<file path="src/bridge_cfg_pkg.sv">
// Constants and types shared by the configuration bank and its controller.
package bridge_cfg_pkg;
  localparam logic [7:0] REG_RESET_CTRL = 8'h09;
  localparam logic [7:0] REG_CLOCK_SRC = 8'h0A;
  localparam logic [7:0] REG_DIVMUL = 8'h0B;
  localparam logic [7:0] REG_PLL = 8'h0D;
  localparam logic [7:0] REG_RX_CFG = 8'h10;
  localparam logic [7:0] REG_RX_EQ = 8'h11;
  localparam logic [7:0] REG_RX_A_BAND = 8'h12;
  localparam logic [7:0] REG_RX_B_BAND = 8'h13;
  localparam logic [7:0] REG_OUT_FMT = 8'h18;
  localparam logic [7:0] REG_DRIVE = 8'h19;
  localparam logic [7:0] RST_CLOCK_SRC = 8'h0A;
  localparam logic [7:0] RST_DIVMUL = 8'h00;
  localparam logic [7:0] RST_PLL = 8'h00;
  localparam logic [7:0] RST_RX_CFG = 8'h3E;
  localparam logic [7:0] RST_RX_EQ = 8'h00;
  localparam logic [7:0] RST_BAND = 8'h00;
  localparam logic [7:0] RST_OUT_FMT = 8'h70;
  localparam logic [7:0] RST_DRIVE = 8'h05;
  localparam logic [7:0] MASK_CLOCK_SRC = 8'h0F;
  localparam logic [7:0] MASK_DIVMUL = 8'hFB;
  localparam logic [7:0] MASK_PLL = 8'h01;
  localparam logic [7:0] MASK_DRIVE = 8'h5F;
  localparam logic [7:0] MASK_DIV_FIELD = 8'hF8;
  localparam logic [7:0] MASK_MUL_FIELD = 8'h03;
  localparam logic [7:0] MASK_FORMAT_BITS = 8'h03;
  localparam logic [7:0] SOFT_RESET_CMD = 8'h01;
  localparam int SRC_BIT = 0;
  localparam int PLL_STAT_BIT = 7;
  localparam int PLL_EN_BIT = 0;
  localparam int SOFT_RESET_BIT = 0;
  localparam int DIV_LSB = 3;
  localparam int MUL_LSB = 0;
  localparam int RANGE_LSB = 1;
  localparam int SPLIT_BIT = 7;
  localparam int MODE_LSB = 5;
  localparam int LANES_A_LSB = 3;
  localparam int LANES_B_LSB = 1;
  localparam int STRICT_BIT = 0;
  localparam int EQ_A_DATA_LSB = 6;
  localparam int EQ_B_DATA_LSB = 4;
  localparam int EQ_A_CLK_LSB = 2;
  localparam int EQ_B_CLK_LSB = 0;
  localparam int DE_INV_BIT = 7;
  localparam int LINE_INV_BIT = 6;
  localparam int FRAME_INV_BIT = 5;
  localparam int LINK_BIT = 4;
  localparam int WIDE_A_BIT = 3;
  localparam int WIDE_B_BIT = 2;
  localparam int FMT_A_BIT = 1;
  localparam int FMT_B_BIT = 0;
  localparam logic [4:0] DIV_MAX = 5'h18;
  localparam logic [7:0] BAND_MIN = 8'h08;
  localparam logic [7:0] BAND_MAX = 8'h64;
  localparam logic [7:0] HOST_TARGET = 8'h00;
  localparam logic [7:0] HOST_WDATA = 8'h04;
  localparam logic [7:0] HOST_CTRL = 8'h08;
  localparam logic [7:0] HOST_STATUS = 8'h0C;
  localparam int GO_WRITE_BIT = 0;
  localparam int GO_READ_BIT = 1;
  localparam int GO_SOFT_BIT = 2;
  localparam logic [1:0] RESP_OKAY = 2'h0;
  localparam logic [1:0] RESP_SLVERR = 2'h2;
  localparam int PLL_LOCK_MS = 3;
  localparam int CLOCK_KHZ = 40000;
  localparam int PLL_LOCK_CYCLES = PLL_LOCK_MS * CLOCK_KHZ;
  typedef enum logic [1:0] {
    RX_DUAL = 2'b00,
    RX_SINGLE = 2'b01,
    RX_TWO_SINGLE = 2'b10,
    RX_RESERVED = 2'b11
  } rx_mode_t;
  typedef enum logic {
    HOST_IDLE = 1'b0,
    HOST_REQ = 1'b1
  } host_state_t;
endpackage : bridge_cfg_pkg

</file>
<file path="src/cfg_link_if.sv">
// Register access link between the controller and the configuration bank.
`timescale 1ns/1ps
interface cfg_link_if;
  logic req;
  logic we;
  logic [7:0] addr;
  logic [7:0] wdata;
  logic [7:0] rdata;
  logic ack;
  modport host (output req, output we, output addr, output wdata, input rdata, input ack);
  modport device (input req, input we, input addr, input wdata, output rdata, output ack);
endinterface : cfg_link_if

</file>
<file path="src/bridge_cfg_regs.sv">
// Configuration register bank of the display bridge.
`timescale 1ns/1ps
module bridge_cfg_regs
  import bridge_cfg_pkg::*;
(
  input wire logic aclk,
  input wire logic aresetn,
  input wire logic ce,
  cfg_link_if.device link,
  input wire logic de_active,
  input wire logic line_sync_active,
  input wire logic frame_sync_active,
  output logic pixel_clock_source_sel,
  output logic [4:0] pixel_clock_divisor,
  output logic pixel_clock_div_reserved,
  output logic [2:0] ext_clock_multiplier,
  output logic [2:0] lvds_clock_band,
  output logic pll_enable,
  output logic rx_split_left_right,
  output rx_mode_t rx_channel_mode,
  output logic [2:0] rx_a_lane_count,
  output logic [2:0] rx_b_lane_count,
  output logic leader_strict_check,
  output logic [1:0] rx_a_data_equalize,
  output logic [1:0] rx_b_data_equalize,
  output logic [1:0] rx_a_clock_equalize,
  output logic [1:0] rx_b_clock_equalize,
  output logic [7:0] rx_a_clock_band,
  output logic [7:0] rx_b_clock_band,
  output logic rx_a_band_valid,
  output logic rx_b_band_valid,
  output logic de_out,
  output logic line_sync_out,
  output logic frame_sync_out,
  output logic out_b_enable,
  output logic out_dual_link,
  output logic out_two_single,
  output logic out_a_wide_color,
  output logic out_b_wide_color,
  output logic out_a_lsb_lane_format,
  output logic out_b_lsb_lane_format,
  output logic out_a_drop_lsb,
  output logic out_b_drop_lsb,
  output logic [7:0] drive_level,
  output logic soft_reset_pulse
);

  ////////////////////////////////////////////////////////////////////////////
  // State.

  typedef struct packed {
    logic [7:0] clk_src;
    logic [7:0] divmul;
    logic [7:0] pll;
    logic [7:0] rx_cfg;
    logic [7:0] rx_eq;
    logic [7:0] band_a;
    logic [7:0] band_b;
    logic [7:0] out_fmt;
    logic [7:0] drive;
    logic [7:0] rdata;
    logic ack;
    logic soft_rst;
    logic de;
    logic line_sync;
    logic frame_sync;
  } dev_state_t;

  localparam dev_state_t DEV_RESET = '{
    clk_src: RST_CLOCK_SRC,
    divmul: RST_DIVMUL,
    pll: RST_PLL,
    rx_cfg: RST_RX_CFG,
    rx_eq: RST_RX_EQ,
    band_a: RST_BAND,
    band_b: RST_BAND,
    out_fmt: RST_OUT_FMT,
    drive: RST_DRIVE,
    rdata: 8'h00,
    ack: 1'b0,
    soft_rst: 1'b0,
    de: 1'b0,
    line_sync: 1'b0,
    frame_sync: 1'b0
  };

  dev_state_t s_q;
  dev_state_t s_d;

  ////////////////////////////////////////////////////////////////////////////
  // Field decoders.

  // Lane code 00 means four lanes, 11 means one.
  function automatic logic [2:0] lane_count(input logic [1:0] code);
    lane_count = 3'h4 - {1'b0, code};
  endfunction : lane_count

  // Equalization in dB; the reserved code reads as none.
  function automatic logic [1:0] eq_db(input logic [1:0] code);
    eq_db = (code == 2'h1) ? 2'h1 : ((code == 2'h3) ? 2'h2 : 2'h0);
  endfunction : eq_db

  function automatic logic band_ok(input logic [7:0] code);
    band_ok = (code >= BAND_MIN) && (code <= BAND_MAX);
  endfunction : band_ok

  ////////////////////////////////////////////////////////////////////////////
  // Next state.

  always_comb
  begin
    logic [7:0] rd;
    rd = 8'h00;
    s_d = s_q;
    s_d.ack = 1'b0;
    s_d.soft_rst = 1'b0;
    s_d.de = de_active ^ s_q.out_fmt[DE_INV_BIT];
    s_d.line_sync = line_sync_active ^ s_q.out_fmt[LINE_INV_BIT];
    s_d.frame_sync = frame_sync_active ^ s_q.out_fmt[FRAME_INV_BIT];
    if (link.addr == REG_CLOCK_SRC)
    begin
      rd = s_q.clk_src;
      rd[PLL_STAT_BIT] = s_q.pll[PLL_EN_BIT];
    end
    else if (link.addr == REG_DIVMUL)
    begin
      rd = s_q.divmul;
    end
    else if (link.addr == REG_PLL)
    begin
      rd = s_q.pll;
    end
    else if (link.addr == REG_RX_CFG)
    begin
      rd = s_q.rx_cfg;
    end
    else if (link.addr == REG_RX_EQ)
    begin
      rd = s_q.rx_eq;
    end
    else if (link.addr == REG_RX_A_BAND)
    begin
      rd = s_q.band_a;
    end
    else if (link.addr == REG_RX_B_BAND)
    begin
      rd = s_q.band_b;
    end
    else if (link.addr == REG_OUT_FMT)
    begin
      rd = s_q.out_fmt;
    end
    else if (link.addr == REG_DRIVE)
    begin
      rd = s_q.drive;
    end
    if (link.req && !s_q.ack)
    begin
      s_d.ack = 1'b1;
      s_d.rdata = rd;
      if (link.we)
      begin
        if (link.addr == REG_RESET_CTRL)
        begin
          s_d.soft_rst = link.wdata[SOFT_RESET_BIT];
        end
        else if (link.addr == REG_CLOCK_SRC)
        begin
          s_d.clk_src = link.wdata & MASK_CLOCK_SRC;
        end
        else if (link.addr == REG_DIVMUL)
        begin
          s_d.divmul = link.wdata & MASK_DIVMUL;
        end
        else if (link.addr == REG_PLL)
        begin
          s_d.pll = link.wdata & MASK_PLL;
        end
        else if (link.addr == REG_RX_CFG)
        begin
          s_d.rx_cfg = link.wdata;
        end
        else if (link.addr == REG_RX_EQ)
        begin
          s_d.rx_eq = link.wdata;
        end
        else if (link.addr == REG_RX_A_BAND)
        begin
          s_d.band_a = link.wdata;
        end
        else if (link.addr == REG_RX_B_BAND)
        begin
          s_d.band_b = link.wdata;
        end
        else if (link.addr == REG_OUT_FMT)
        begin
          s_d.out_fmt = link.wdata;
        end
        else if (link.addr == REG_DRIVE)
        begin
          s_d.drive = link.wdata & MASK_DRIVE;
        end
      end
    end
  end

  always_ff @(posedge aclk)
  begin
    if (!aresetn)
    begin
      s_q <= DEV_RESET;
    end
    else if (ce)
    begin
      s_q <= s_d;
    end
  end

  ////////////////////////////////////////////////////////////////////////////
  // Outputs.

  logic [4:0] div_code;
  logic [1:0] mul_code;
  logic [1:0] mode_code;

  assign div_code = s_q.divmul[DIV_LSB +: 5];
  assign mul_code = s_q.divmul[MUL_LSB +: 2];
  assign mode_code = s_q.rx_cfg[MODE_LSB +: 2];

  assign link.ack = s_q.ack;
  assign link.rdata = s_q.rdata;
  assign pixel_clock_source_sel = s_q.clk_src[SRC_BIT];
  assign pixel_clock_div_reserved = pixel_clock_source_sel && (div_code > DIV_MAX);
  assign pixel_clock_divisor = (pixel_clock_source_sel && !pixel_clock_div_reserved) ?
    5'(div_code + 5'h01) : 5'h01;
  assign ext_clock_multiplier = pixel_clock_source_sel ? 3'h1 :
    3'({1'b0, mul_code} + 3'h1);
  assign lvds_clock_band = s_q.clk_src[RANGE_LSB +: 3];
  assign pll_enable = s_q.pll[PLL_EN_BIT];
  assign rx_split_left_right = s_q.rx_cfg[SPLIT_BIT];
  assign rx_channel_mode = rx_mode_t'(mode_code);
  assign rx_a_lane_count = lane_count(s_q.rx_cfg[LANES_A_LSB +: 2]);
  assign rx_b_lane_count = lane_count(s_q.rx_cfg[LANES_B_LSB +: 2]);
  assign leader_strict_check = s_q.rx_cfg[STRICT_BIT];
  assign rx_a_data_equalize = eq_db(s_q.rx_eq[EQ_A_DATA_LSB +: 2]);
  assign rx_b_data_equalize = eq_db(s_q.rx_eq[EQ_B_DATA_LSB +: 2]);
  assign rx_a_clock_equalize = eq_db(s_q.rx_eq[EQ_A_CLK_LSB +: 2]);
  assign rx_b_clock_equalize = eq_db(s_q.rx_eq[EQ_B_CLK_LSB +: 2]);
  assign rx_a_clock_band = s_q.band_a;
  assign rx_b_clock_band = s_q.band_b;
  assign rx_a_band_valid = band_ok(s_q.band_a);
  assign rx_b_band_valid = band_ok(s_q.band_b);
  assign de_out = s_q.de;
  assign line_sync_out = s_q.line_sync;
  assign frame_sync_out = s_q.frame_sync;
  assign out_b_enable = !s_q.out_fmt[LINK_BIT];
  assign out_dual_link = out_b_enable && (mode_code != RX_TWO_SINGLE);
  assign out_two_single = out_b_enable && (mode_code == RX_TWO_SINGLE);
  assign out_a_wide_color = s_q.out_fmt[WIDE_A_BIT];
  assign out_b_wide_color = s_q.out_fmt[WIDE_B_BIT];
  assign out_a_lsb_lane_format = s_q.out_fmt[FMT_A_BIT];
  assign out_b_lsb_lane_format = s_q.out_fmt[FMT_B_BIT];
  assign out_a_drop_lsb = out_a_lsb_lane_format && !out_a_wide_color;
  assign out_b_drop_lsb = out_b_lsb_lane_format && !out_b_wide_color;
  assign drive_level = s_q.drive;
  assign soft_reset_pulse = s_q.soft_rst;

endmodule : bridge_cfg_regs

</file>
<file path="src/flat_wrapper.sv">
// flat-port wrapper written by rule: the top's interface ports become plain ports
module bridge_cfg_regs_flat import bridge_cfg_pkg::*;
  (aclk, aresetn, ce, de_active, line_sync_active, frame_sync_active, pixel_clock_source_sel, pixel_clock_divisor, pixel_clock_div_reserved, ext_clock_multiplier, lvds_clock_band, pll_enable, rx_split_left_right, rx_channel_mode, rx_a_lane_count, rx_b_lane_count, leader_strict_check, rx_a_data_equalize, rx_b_data_equalize, rx_a_clock_equalize, rx_b_clock_equalize, rx_a_clock_band, rx_b_clock_band, rx_a_band_valid, rx_b_band_valid, de_out, line_sync_out, frame_sync_out, out_b_enable, out_dual_link, out_two_single, out_a_wide_color, out_b_wide_color, out_a_lsb_lane_format, out_b_lsb_lane_format, out_a_drop_lsb, out_b_drop_lsb, drive_level, soft_reset_pulse, link_req, link_we, link_addr, link_wdata, link_rdata, link_ack);
  cfg_link_if link_i ();
  input wire logic aclk;
  input wire logic aresetn;
  input wire logic ce;
  input wire logic de_active;
  input wire logic line_sync_active;
  input wire logic frame_sync_active;
  output logic pixel_clock_source_sel;
  output logic [4:0] pixel_clock_divisor;
  output logic pixel_clock_div_reserved;
  output logic [2:0] ext_clock_multiplier;
  output logic [2:0] lvds_clock_band;
  output logic pll_enable;
  output logic rx_split_left_right;
  output rx_mode_t rx_channel_mode;
  output logic [2:0] rx_a_lane_count;
  output logic [2:0] rx_b_lane_count;
  output logic leader_strict_check;
  output logic [1:0] rx_a_data_equalize;
  output logic [1:0] rx_b_data_equalize;
  output logic [1:0] rx_a_clock_equalize;
  output logic [1:0] rx_b_clock_equalize;
  output logic [7:0] rx_a_clock_band;
  output logic [7:0] rx_b_clock_band;
  output logic rx_a_band_valid;
  output logic rx_b_band_valid;
  output logic de_out;
  output logic line_sync_out;
  output logic frame_sync_out;
  output logic out_b_enable;
  output logic out_dual_link;
  output logic out_two_single;
  output logic out_a_wide_color;
  output logic out_b_wide_color;
  output logic out_a_lsb_lane_format;
  output logic out_b_lsb_lane_format;
  output logic out_a_drop_lsb;
  output logic out_b_drop_lsb;
  output logic [7:0] drive_level;
  output logic soft_reset_pulse;
  input wire logic [$bits(link_i.req)-1:0] link_req;
  input wire logic [$bits(link_i.we)-1:0] link_we;
  input wire logic [$bits(link_i.addr)-1:0] link_addr;
  input wire logic [$bits(link_i.wdata)-1:0] link_wdata;
  output wire logic [$bits(link_i.rdata)-1:0] link_rdata;
  output wire logic [$bits(link_i.ack)-1:0] link_ack;
  assign link_i.req = link_req;
  assign link_i.we = link_we;
  assign link_i.addr = link_addr;
  assign link_i.wdata = link_wdata;
  assign link_rdata = link_i.rdata;
  assign link_ack = link_i.ack;
  bridge_cfg_regs u_core (.aclk(aclk), .aresetn(aresetn), .ce(ce), .link(link_i), .de_active(de_active), .line_sync_active(line_sync_active), .frame_sync_active(frame_sync_active), .pixel_clock_source_sel(pixel_clock_source_sel), .pixel_clock_divisor(pixel_clock_divisor), .pixel_clock_div_reserved(pixel_clock_div_reserved), .ext_clock_multiplier(ext_clock_multiplier), .lvds_clock_band(lvds_clock_band), .pll_enable(pll_enable), .rx_split_left_right(rx_split_left_right), .rx_channel_mode(rx_channel_mode), .rx_a_lane_count(rx_a_lane_count), .rx_b_lane_count(rx_b_lane_count), .leader_strict_check(leader_strict_check), .rx_a_data_equalize(rx_a_data_equalize), .rx_b_data_equalize(rx_b_data_equalize), .rx_a_clock_equalize(rx_a_clock_equalize), .rx_b_clock_equalize(rx_b_clock_equalize), .rx_a_clock_band(rx_a_clock_band), .rx_b_clock_band(rx_b_clock_band), .rx_a_band_valid(rx_a_band_valid), .rx_b_band_valid(rx_b_band_valid), .de_out(de_out), .line_sync_out(line_sync_out), .frame_sync_out(frame_sync_out), .out_b_enable(out_b_enable), .out_dual_link(out_dual_link), .out_two_single(out_two_single), .out_a_wide_color(out_a_wide_color), .out_b_wide_color(out_b_wide_color), .out_a_lsb_lane_format(out_a_lsb_lane_format), .out_b_lsb_lane_format(out_b_lsb_lane_format), .out_a_drop_lsb(out_a_drop_lsb), .out_b_drop_lsb(out_b_drop_lsb), .drive_level(drive_level), .soft_reset_pulse(soft_reset_pulse));
endmodule
</file>
<file path="config.mk">
export PLATFORM = sky130hd
export DESIGN_NAME = bridge_cfg_regs_flat
export DESIGN_NICKNAME = d
export VERILOG_FILES = /design/src/bridge_cfg_pkg.sv /design/src/cfg_link_if.sv /design/src/bridge_cfg_regs.sv /design/src/flat_wrapper.sv
export SDC_FILE = /design/constraint.sdc
export NUM_CORES = 1
export LEC_CHECK = 0
export ABC_CLOCK_PERIOD_IN_PS = 3820
export BUFFER_PORTS_ARGS = -buffer_cell sky130_fd_sc_hd__buf_2
export CAP_MARGIN = 15
export CORE_MARGIN = 2
export CORE_UTILIZATION = 25
export CTS_BUF_LIST = sky130_fd_sc_hd__clkbuf_2
export DETAILED_ROUTE_END_ITERATION = 12
export PLACE_DENSITY_LB_ADDON = 0.12
export SETUP_SLACK_MARGIN = 0.02
export SYNTH_ARGS = -nofsm -noshare
export SYNTH_HDL_FRONTEND = slang
export SYNTH_SLANG_ARGS = --single-unit
</file>
<file path="constraint.sdc">
create_clock -name aclk -period 3.82 [get_ports aclk]
set_input_delay 0.764 -clock aclk [delete_from_list [all_inputs] [get_ports aclk]]
set_output_delay 0.764 -clock aclk [all_outputs]
set_load 0.01 [all_outputs]
</file>
Word-level counts from Yosys, hierarchy flattened. Index checks and enable logic that the tools add are counted.

$add $sub $neg: 4. Bitwise gates (word level): 12. Eq/ne operators: 20. $lt $le $gt $ge: 5. Mux-type cells: 22. Reduce and logical (&&, ||, !) cells: 24.

Operator list (number): 8-bit two-way mux (8); 8-bit by 5-bit == test with 1-bit output (second input constant) (6); 8-bit by 4-bit == test with 1-bit output (second input constant) (4); 2-bit two-way mux (9); 8-bit by 4-bit greater-or-equal comparator with 1-bit output (second input constant) (2); 8-bit by 7-bit less-or-equal comparator with 1-bit output (second input constant) (2); 13-bit AND reduction (1); 12-bit AND reduction (1); 11-bit AND reduction (1); 2-bit == test (second input constant) (5); 10-bit AND reduction (1); 1-bit logical AND (9); 1-bit inverter (9); 9-bit AND reduction (1); 2-bit by 1-bit == test with 1-bit output (second input constant) (4); 8-bit AND reduction (1); 7-bit two-way mux (1); 7-bit AND reduction (1); 6-bit AND reduction (1); 3-bit by 2-bit subtractor with 3-bit output (first input constant) (2); 5-bit by 1-bit adder with 5-bit output (second input constant) (1); 5-bit > comparator (second input constant) (1); 1-bit logical NOT (5); 5-bit two-way mux (1); 7 further kinds (10).

Flip-flop bits (word level): 71. Logic and storage cells: 102.

Depth between registers and ports, before layout.
Depth in word-level cells: 10. Mapped depth: 7. Gate-level depth less buffers: 6.

Worst setup path after synthesis. OpenSTA, ideal clock, no wires.

Path type: in2reg. From: in link_addr[5]. To: reg u_core.s_q, in the netlist u_core.link.rdata[3]. Stages on the path: 6. Required time: 3.741 ns. Arrival: 2.239 ns. Slack: 1.502 ns. Cells stage by stage: or3_1 > buf_6 > nor3b_4 > a32oi_1 > o311a_1 > a211oi_2.

Cells in the longest elaborated chain, start to end: 10. Elaborated cells between the ends (all ways): 18. Those cells by class: eq/ne: 9; mux: 9.

Ends and longest elaborated chain: start: declaration (line flat_wrapper.sv:46) `input wire logic [$bits(link_i.addr)-1:0] link_addr;`; 8-bit by 5-bit == test with 1-bit output (line bridge_cfg_regs.sv:153) `else if (link.addr == REG_DRIVE)`; 7-bit two-way mux (line bridge_cfg_regs.sv:153); 8-bit two-way mux (line bridge_cfg_regs.sv:149) `else if (link.addr == REG_OUT_FMT)`; 8-bit two-way mux (line bridge_cfg_regs.sv:145) `else if (link.addr == REG_RX_B_BAND)`; 8-bit two-way mux (line bridge_cfg_regs.sv:141) `else if (link.addr == REG_RX_A_BAND)`; 8-bit two-way mux (line bridge_cfg_regs.sv:137) `else if (link.addr == REG_RX_EQ)`; 8-bit two-way mux (line bridge_cfg_regs.sv:133) `else if (link.addr == REG_RX_CFG)`; 8-bit two-way mux (line bridge_cfg_regs.sv:129) `else if (link.addr == REG_PLL)`; 8-bit two-way mux (line bridge_cfg_regs.sv:125) `else if (link.addr == REG_DIVMUL)`; 8-bit two-way mux (*) (line bridge_cfg_regs.sv:120) `if (link.addr == REG_CLOCK_SRC)`; end signal: assignment (line bridge_cfg_regs.sv:211) `s_q <= DEV_RESET;`; end signal: assignment (line bridge_cfg_regs.sv:215) `s_q <= s_d;`; end: declaration (line bridge_cfg_regs.sv:87) `dev_state_t s_q;`.

Mark *: on every way between the ends. The rest lies on a longest branch, timed or not. A chain may end at the register's enable or synchronous reset.

Worst setup path in the final report.
From: reg u_core.s_q, in the netlist u_core.div_code[0]. To: out pixel_clock_divisor[2].

Cells in the longest elaborated chain, start to end: 5. Elaborated cells between the ends (all ways): 6. Those cells by class: add/sub: 1; order compare: 1; mux: 1; reduce/logical: 3.

Ends and longest elaborated chain: 5-bit > comparator (line bridge_cfg_regs.sv:233) `assign pixel_clock_div_reserved = pixel_clock_source_sel && (div_code > DIV_MAX);`; 1-bit logical AND (line bridge_cfg_regs.sv:233); 1-bit logical NOT (line bridge_cfg_regs.sv:234) `assign pixel_clock_divisor = (pixel_clock_source_sel && !pixel_clock_div_reserved) ?`; 1-bit logical AND (line bridge_cfg_regs.sv:234); 5-bit two-way mux (*) (line bridge_cfg_regs.sv:234); end: declaration (line flat_wrapper.sv:12) `output logic [4:0] pixel_clock_divisor;`.

Marked as above.

==> impl_metrics.yaml <==
drt:
  drtIter0Drc: 177
  routed_wl_mm: 14.28
  wl_met3_um: 819
  wl_met2_mm: 6.660
  wl_met1_mm: 6.697
  wire_per_inst_um: 18.64
  firstDrtPassIters: 4
  ant_nets: 0
  drc: 0
  viasPerCell: 4.713
  route.vias.total: 3610
  top_layer: "met4"
timing:
  worstMarginPinSlew_ns: 0.6475
  relSlewSlack: 0.5683
  fin_setup_tns_ns: 0
  timing.hold.ws_ns: 0.4452
  fmax_ghz: 0.3727
  slew_viol_final: 0
  final-setup-viol-count: 0
  hold_viol_final: 0
  finalCritPeriodShare: 0.7024
  fin_crit_ns: 2.683
  grt_setup_unrepaired: "false"
  skew_ns: 0.05885
yosys:
  synth-edff-count: 0
  syn_area_sq_um: 3965
  ys_warn_count: 0
  ys_seq_area_frac: 0.3585
  yosys_register_bits: 71
  synthCells: 489
  synth-async-reset-ratio: 0
  synthFlopType: "dfxtp_1"
  yosysUniqueCellTypes: 58
  syn_area_per_cell_sq_um: 8.108
power:
  power_frac_comb: 0.083
  switching_share: 0.2828
  leakage_nw: 2.023
  vdd_ir_drop_max_mv: 0.1463
  intPower_w: 0.0009954
  clkPwrFrac: 0.379
  p_seq_frac: 0.539
  power.switching_w: 0.0003925
  powerDensity_nw_per_um2: 307.5
clocking:
  htree_levels: 3
  post_cts.repair.setup_buffers: 0
  ctsHoldBuffers: 0
  root_buffer: "clkbuf_2"
  clkSinkCount: 71
  insertion_delay_ns: 0.62
  cts_buffers: 9
  cts.path.max_buffers: 2
  post_cts_resized: 0
  tritoncts: "done"
  cts.clk_slew.worst_paths_ns: 0.22
cells_and_area:
  finalNetCount: 572
  area_delta_synth_final_pct: 13.82
  final_cell_area_sq_um: 4513
  drive_gt1_frac: 0.2409
  fin_cells: 766
  fin_util: 0.2872
worst_setup_path:
  crit_arrival_ns: 1.92
  crit_path_start_kind: "register"
  required_ns: 3.06
  cp_max_fo: 6
  critPathKind: "reg -> out"
  worstSetupEndpointType: "primary output"
floorplan:
  start_util: 0.2523
  die_x_um: 129.9
  coreArea_sq_um: 15710
  fp-row-count: 46
  die_y_um: 129.9
  pin_count: 104
  die_area_sq_um: 16880
place:
  gp_congestion: 0.8277
  place.port_buffers: 101
  dp_hpwl_mm: 10.82
  placed_area_sq_um: 4368
  placed_cells: 748
hold_path:
  hp-class: "in -> reg"
grt:
  antenna_found_initial: 1
  grt_max_degree: 34
  grt_use_total: 0.1725
  grt_overflow: 0
  grt_pass1_vias: 3419
  grt_first_pass_wirelength_mm: 21.30
run_status:
  status: "complete, no violations"
run:
  maxCapViolations: 0
-- routing by layer --
layer  vias up  global-route usage
li1       1770                   -
met1      1730              0.2371
met2       102              0.2713
met3         8             0.04551
met4         0             0.03922
met5         -                   0
-- critical path, cell delays in order (launching register included) --
cell,delay (ns)
dfxtp_1,0.43
inv_1,0.08
ha_1,0.14
inv_1,0.03
o211ai_1,0.26
nand2_1,0.14
nor2_1,0.11
buf_2,0.13
-- sequential cells by signal (all words and copies together) (netlist names) --
name and cells:
u_core.out_b_wide_color 1, u_core.mul_code 2, u_core.de_out 1, u_core.rx_split_left_right 1
u_core.s_q 16, u_core.div_code 5, u_core.link.rdata 8, u_core.soft_reset_pulse 1
u_core.lvds_clock_band 3, u_core.out_a_wide_color 1, u_core.out_a_lsb_lane_format 1, u_core.rx_channel_mode 2
u_core.out_b_lsb_lane_format 1, u_core.rx_b_clock_band 8, u_core.pll_enable 1, u_core.drive_level 6
u_core.frame_sync_out 1, u_core.leader_strict_check 1, u_core.rx_a_clock_band 8, u_core.link.ack 1
u_core.pixel_clock_source_sel 1, u_core.line_sync_out 1
-- Yosys cell counts, drive strengths merged (2+ instances only) --
| cell | instances | area (sq um) |
|---|---|---|
| dfxtp | 71 | 1421 |
| nand2 | 67 | 251.5 |
| buf | 50 | 372.9 |
| nor2 | 50 | 187.7 |
| mux2i | 42 | 420.4 |
| a21oi | 29 | 145.1 |
| nand3 | 25 | 135.1 |
| o21ai | 21 | 105.1 |
| clkbuf | 17 | 63.81 |
| inv | 15 | 56.30 |
| nor2b | 9 | 56.30 |
| and2 | 7 | 43.79 |
| o211ai | 7 | 52.55 |
| nor3 | 6 | 30.03 |
| and3 | 5 | 31.28 |
| ha | 5 | 62.56 |
| a211oi | 4 | 35.03 |
| a32oi | 4 | 35.03 |
| nand2b | 4 | 25.02 |
| nand3b | 4 | 30.03 |
| xnor2 | 4 | 35.03 |
| a22o | 3 | 26.28 |
| nor3b | 3 | 33.78 |
| o32ai | 3 | 26.28 |
| a2111oi | 2 | 17.52 |
| a21o | 2 | 15.01 |
| a311oi | 2 | 17.52 |
| a31oi | 2 | 12.51 |
| and3b | 2 | 18.77 |
| nor4 | 2 | 12.51 |
| nor4b | 2 | 17.52 |
-- cells by family (layout without fill, tap and decap cells) --
| family | count (synthesis) | in the layout | share of synthesized area |
|---|---|---|---|
| AOI/OAI and AO/OA | 90 | 90 | 0.1480 |
| xor gates and xnor gates | 5 | 5 | 0.01104 |
| adders and majority gates | 5 | 5 | 0.01578 |
| buffers and inverters | 82 | 140 | 0.1243 |
| DFF | 71 | 71 | 0.3585 |
| muxes | 43 | 43 | 0.1089 |
| other | 1 | 4 | 0.0009458 |
| and+or+nand+nor | 192 | 192 | 0.2326 |
-- worst paths after layout --
check	startpoint	endpoint	slack, ns	cells after the start
max	u_core.div_code[0]$_SDFFE_PN0P_	pixel_clock_divisor[2]	1.14	7
min	de_active	u_core.de_out$_SDFFE_PN0P_	0.45	3
max reg2reg	u_core.link.ack$_SDFFE_PN0P_	u_core.div_code[0]$_SDFFE_PN0P_	1.94	5
min reg2reg	u_core.soft_reset_pulse$_SDFFE_PN0P_	u_core.soft_reset_pulse$_SDFFE_PN0P_	0.48	2
-- power groups by stage --
stage | Clock (W) | Combinational [W] | Sequential, W
floorplan | 0 | 0.0000665 | 0.000763
finish | 0.000525 | 0.000115 | 0.000748
detailed placement | 0 | 0.000116 | 0.000762
CTS | 0.000543 | 0.000116 | 0.000748
global placement | 0 | 0.000116 | 0.000762
global route | 0.000578 | 0.000124 | 0.000749
-- layout make-up --
cell class	instances	area, sq um
Antenna cell	2	5.005
Clock buffer	9	45.04
Clock inverter	7	95.09
Fill cell	1728	11200
Inverter	15	56.30
Multi-Input combinational cell	337	2054
Sequential cell	71	1421
Tap cell	216	270.3
Timing Repair Buffer	109	565.5
-- stage by stage --
stage / power, W / worst slack [ns]
after global placement: 0.0008783 / 1.149
after floorplan: 0.0008296 / 1.502
after global routing: 0.001451 / 0.8782
after detailed placement: 0.0008777 / 1.124
after CTS: 0.001407 / 1.078
final: 0.001388 / 1.137
-- cells in the final DEF, fill, tap and decap left out, drive strengths merged, types with 6 or more instances in the layout --
cell type,netlist,routed
o21ai,21,21
o211ai,7,7
dfxtp,71,71
clkbuf,17,9
and2,7,7
inv,15,16
nor2,50,50
nand3,25,25
nor3,6,6
a21oi,29,29
nor2b,9,9
mux2i,42,42
nand2,67,67
buf,50,109
(Power assumes the default switching activity.)
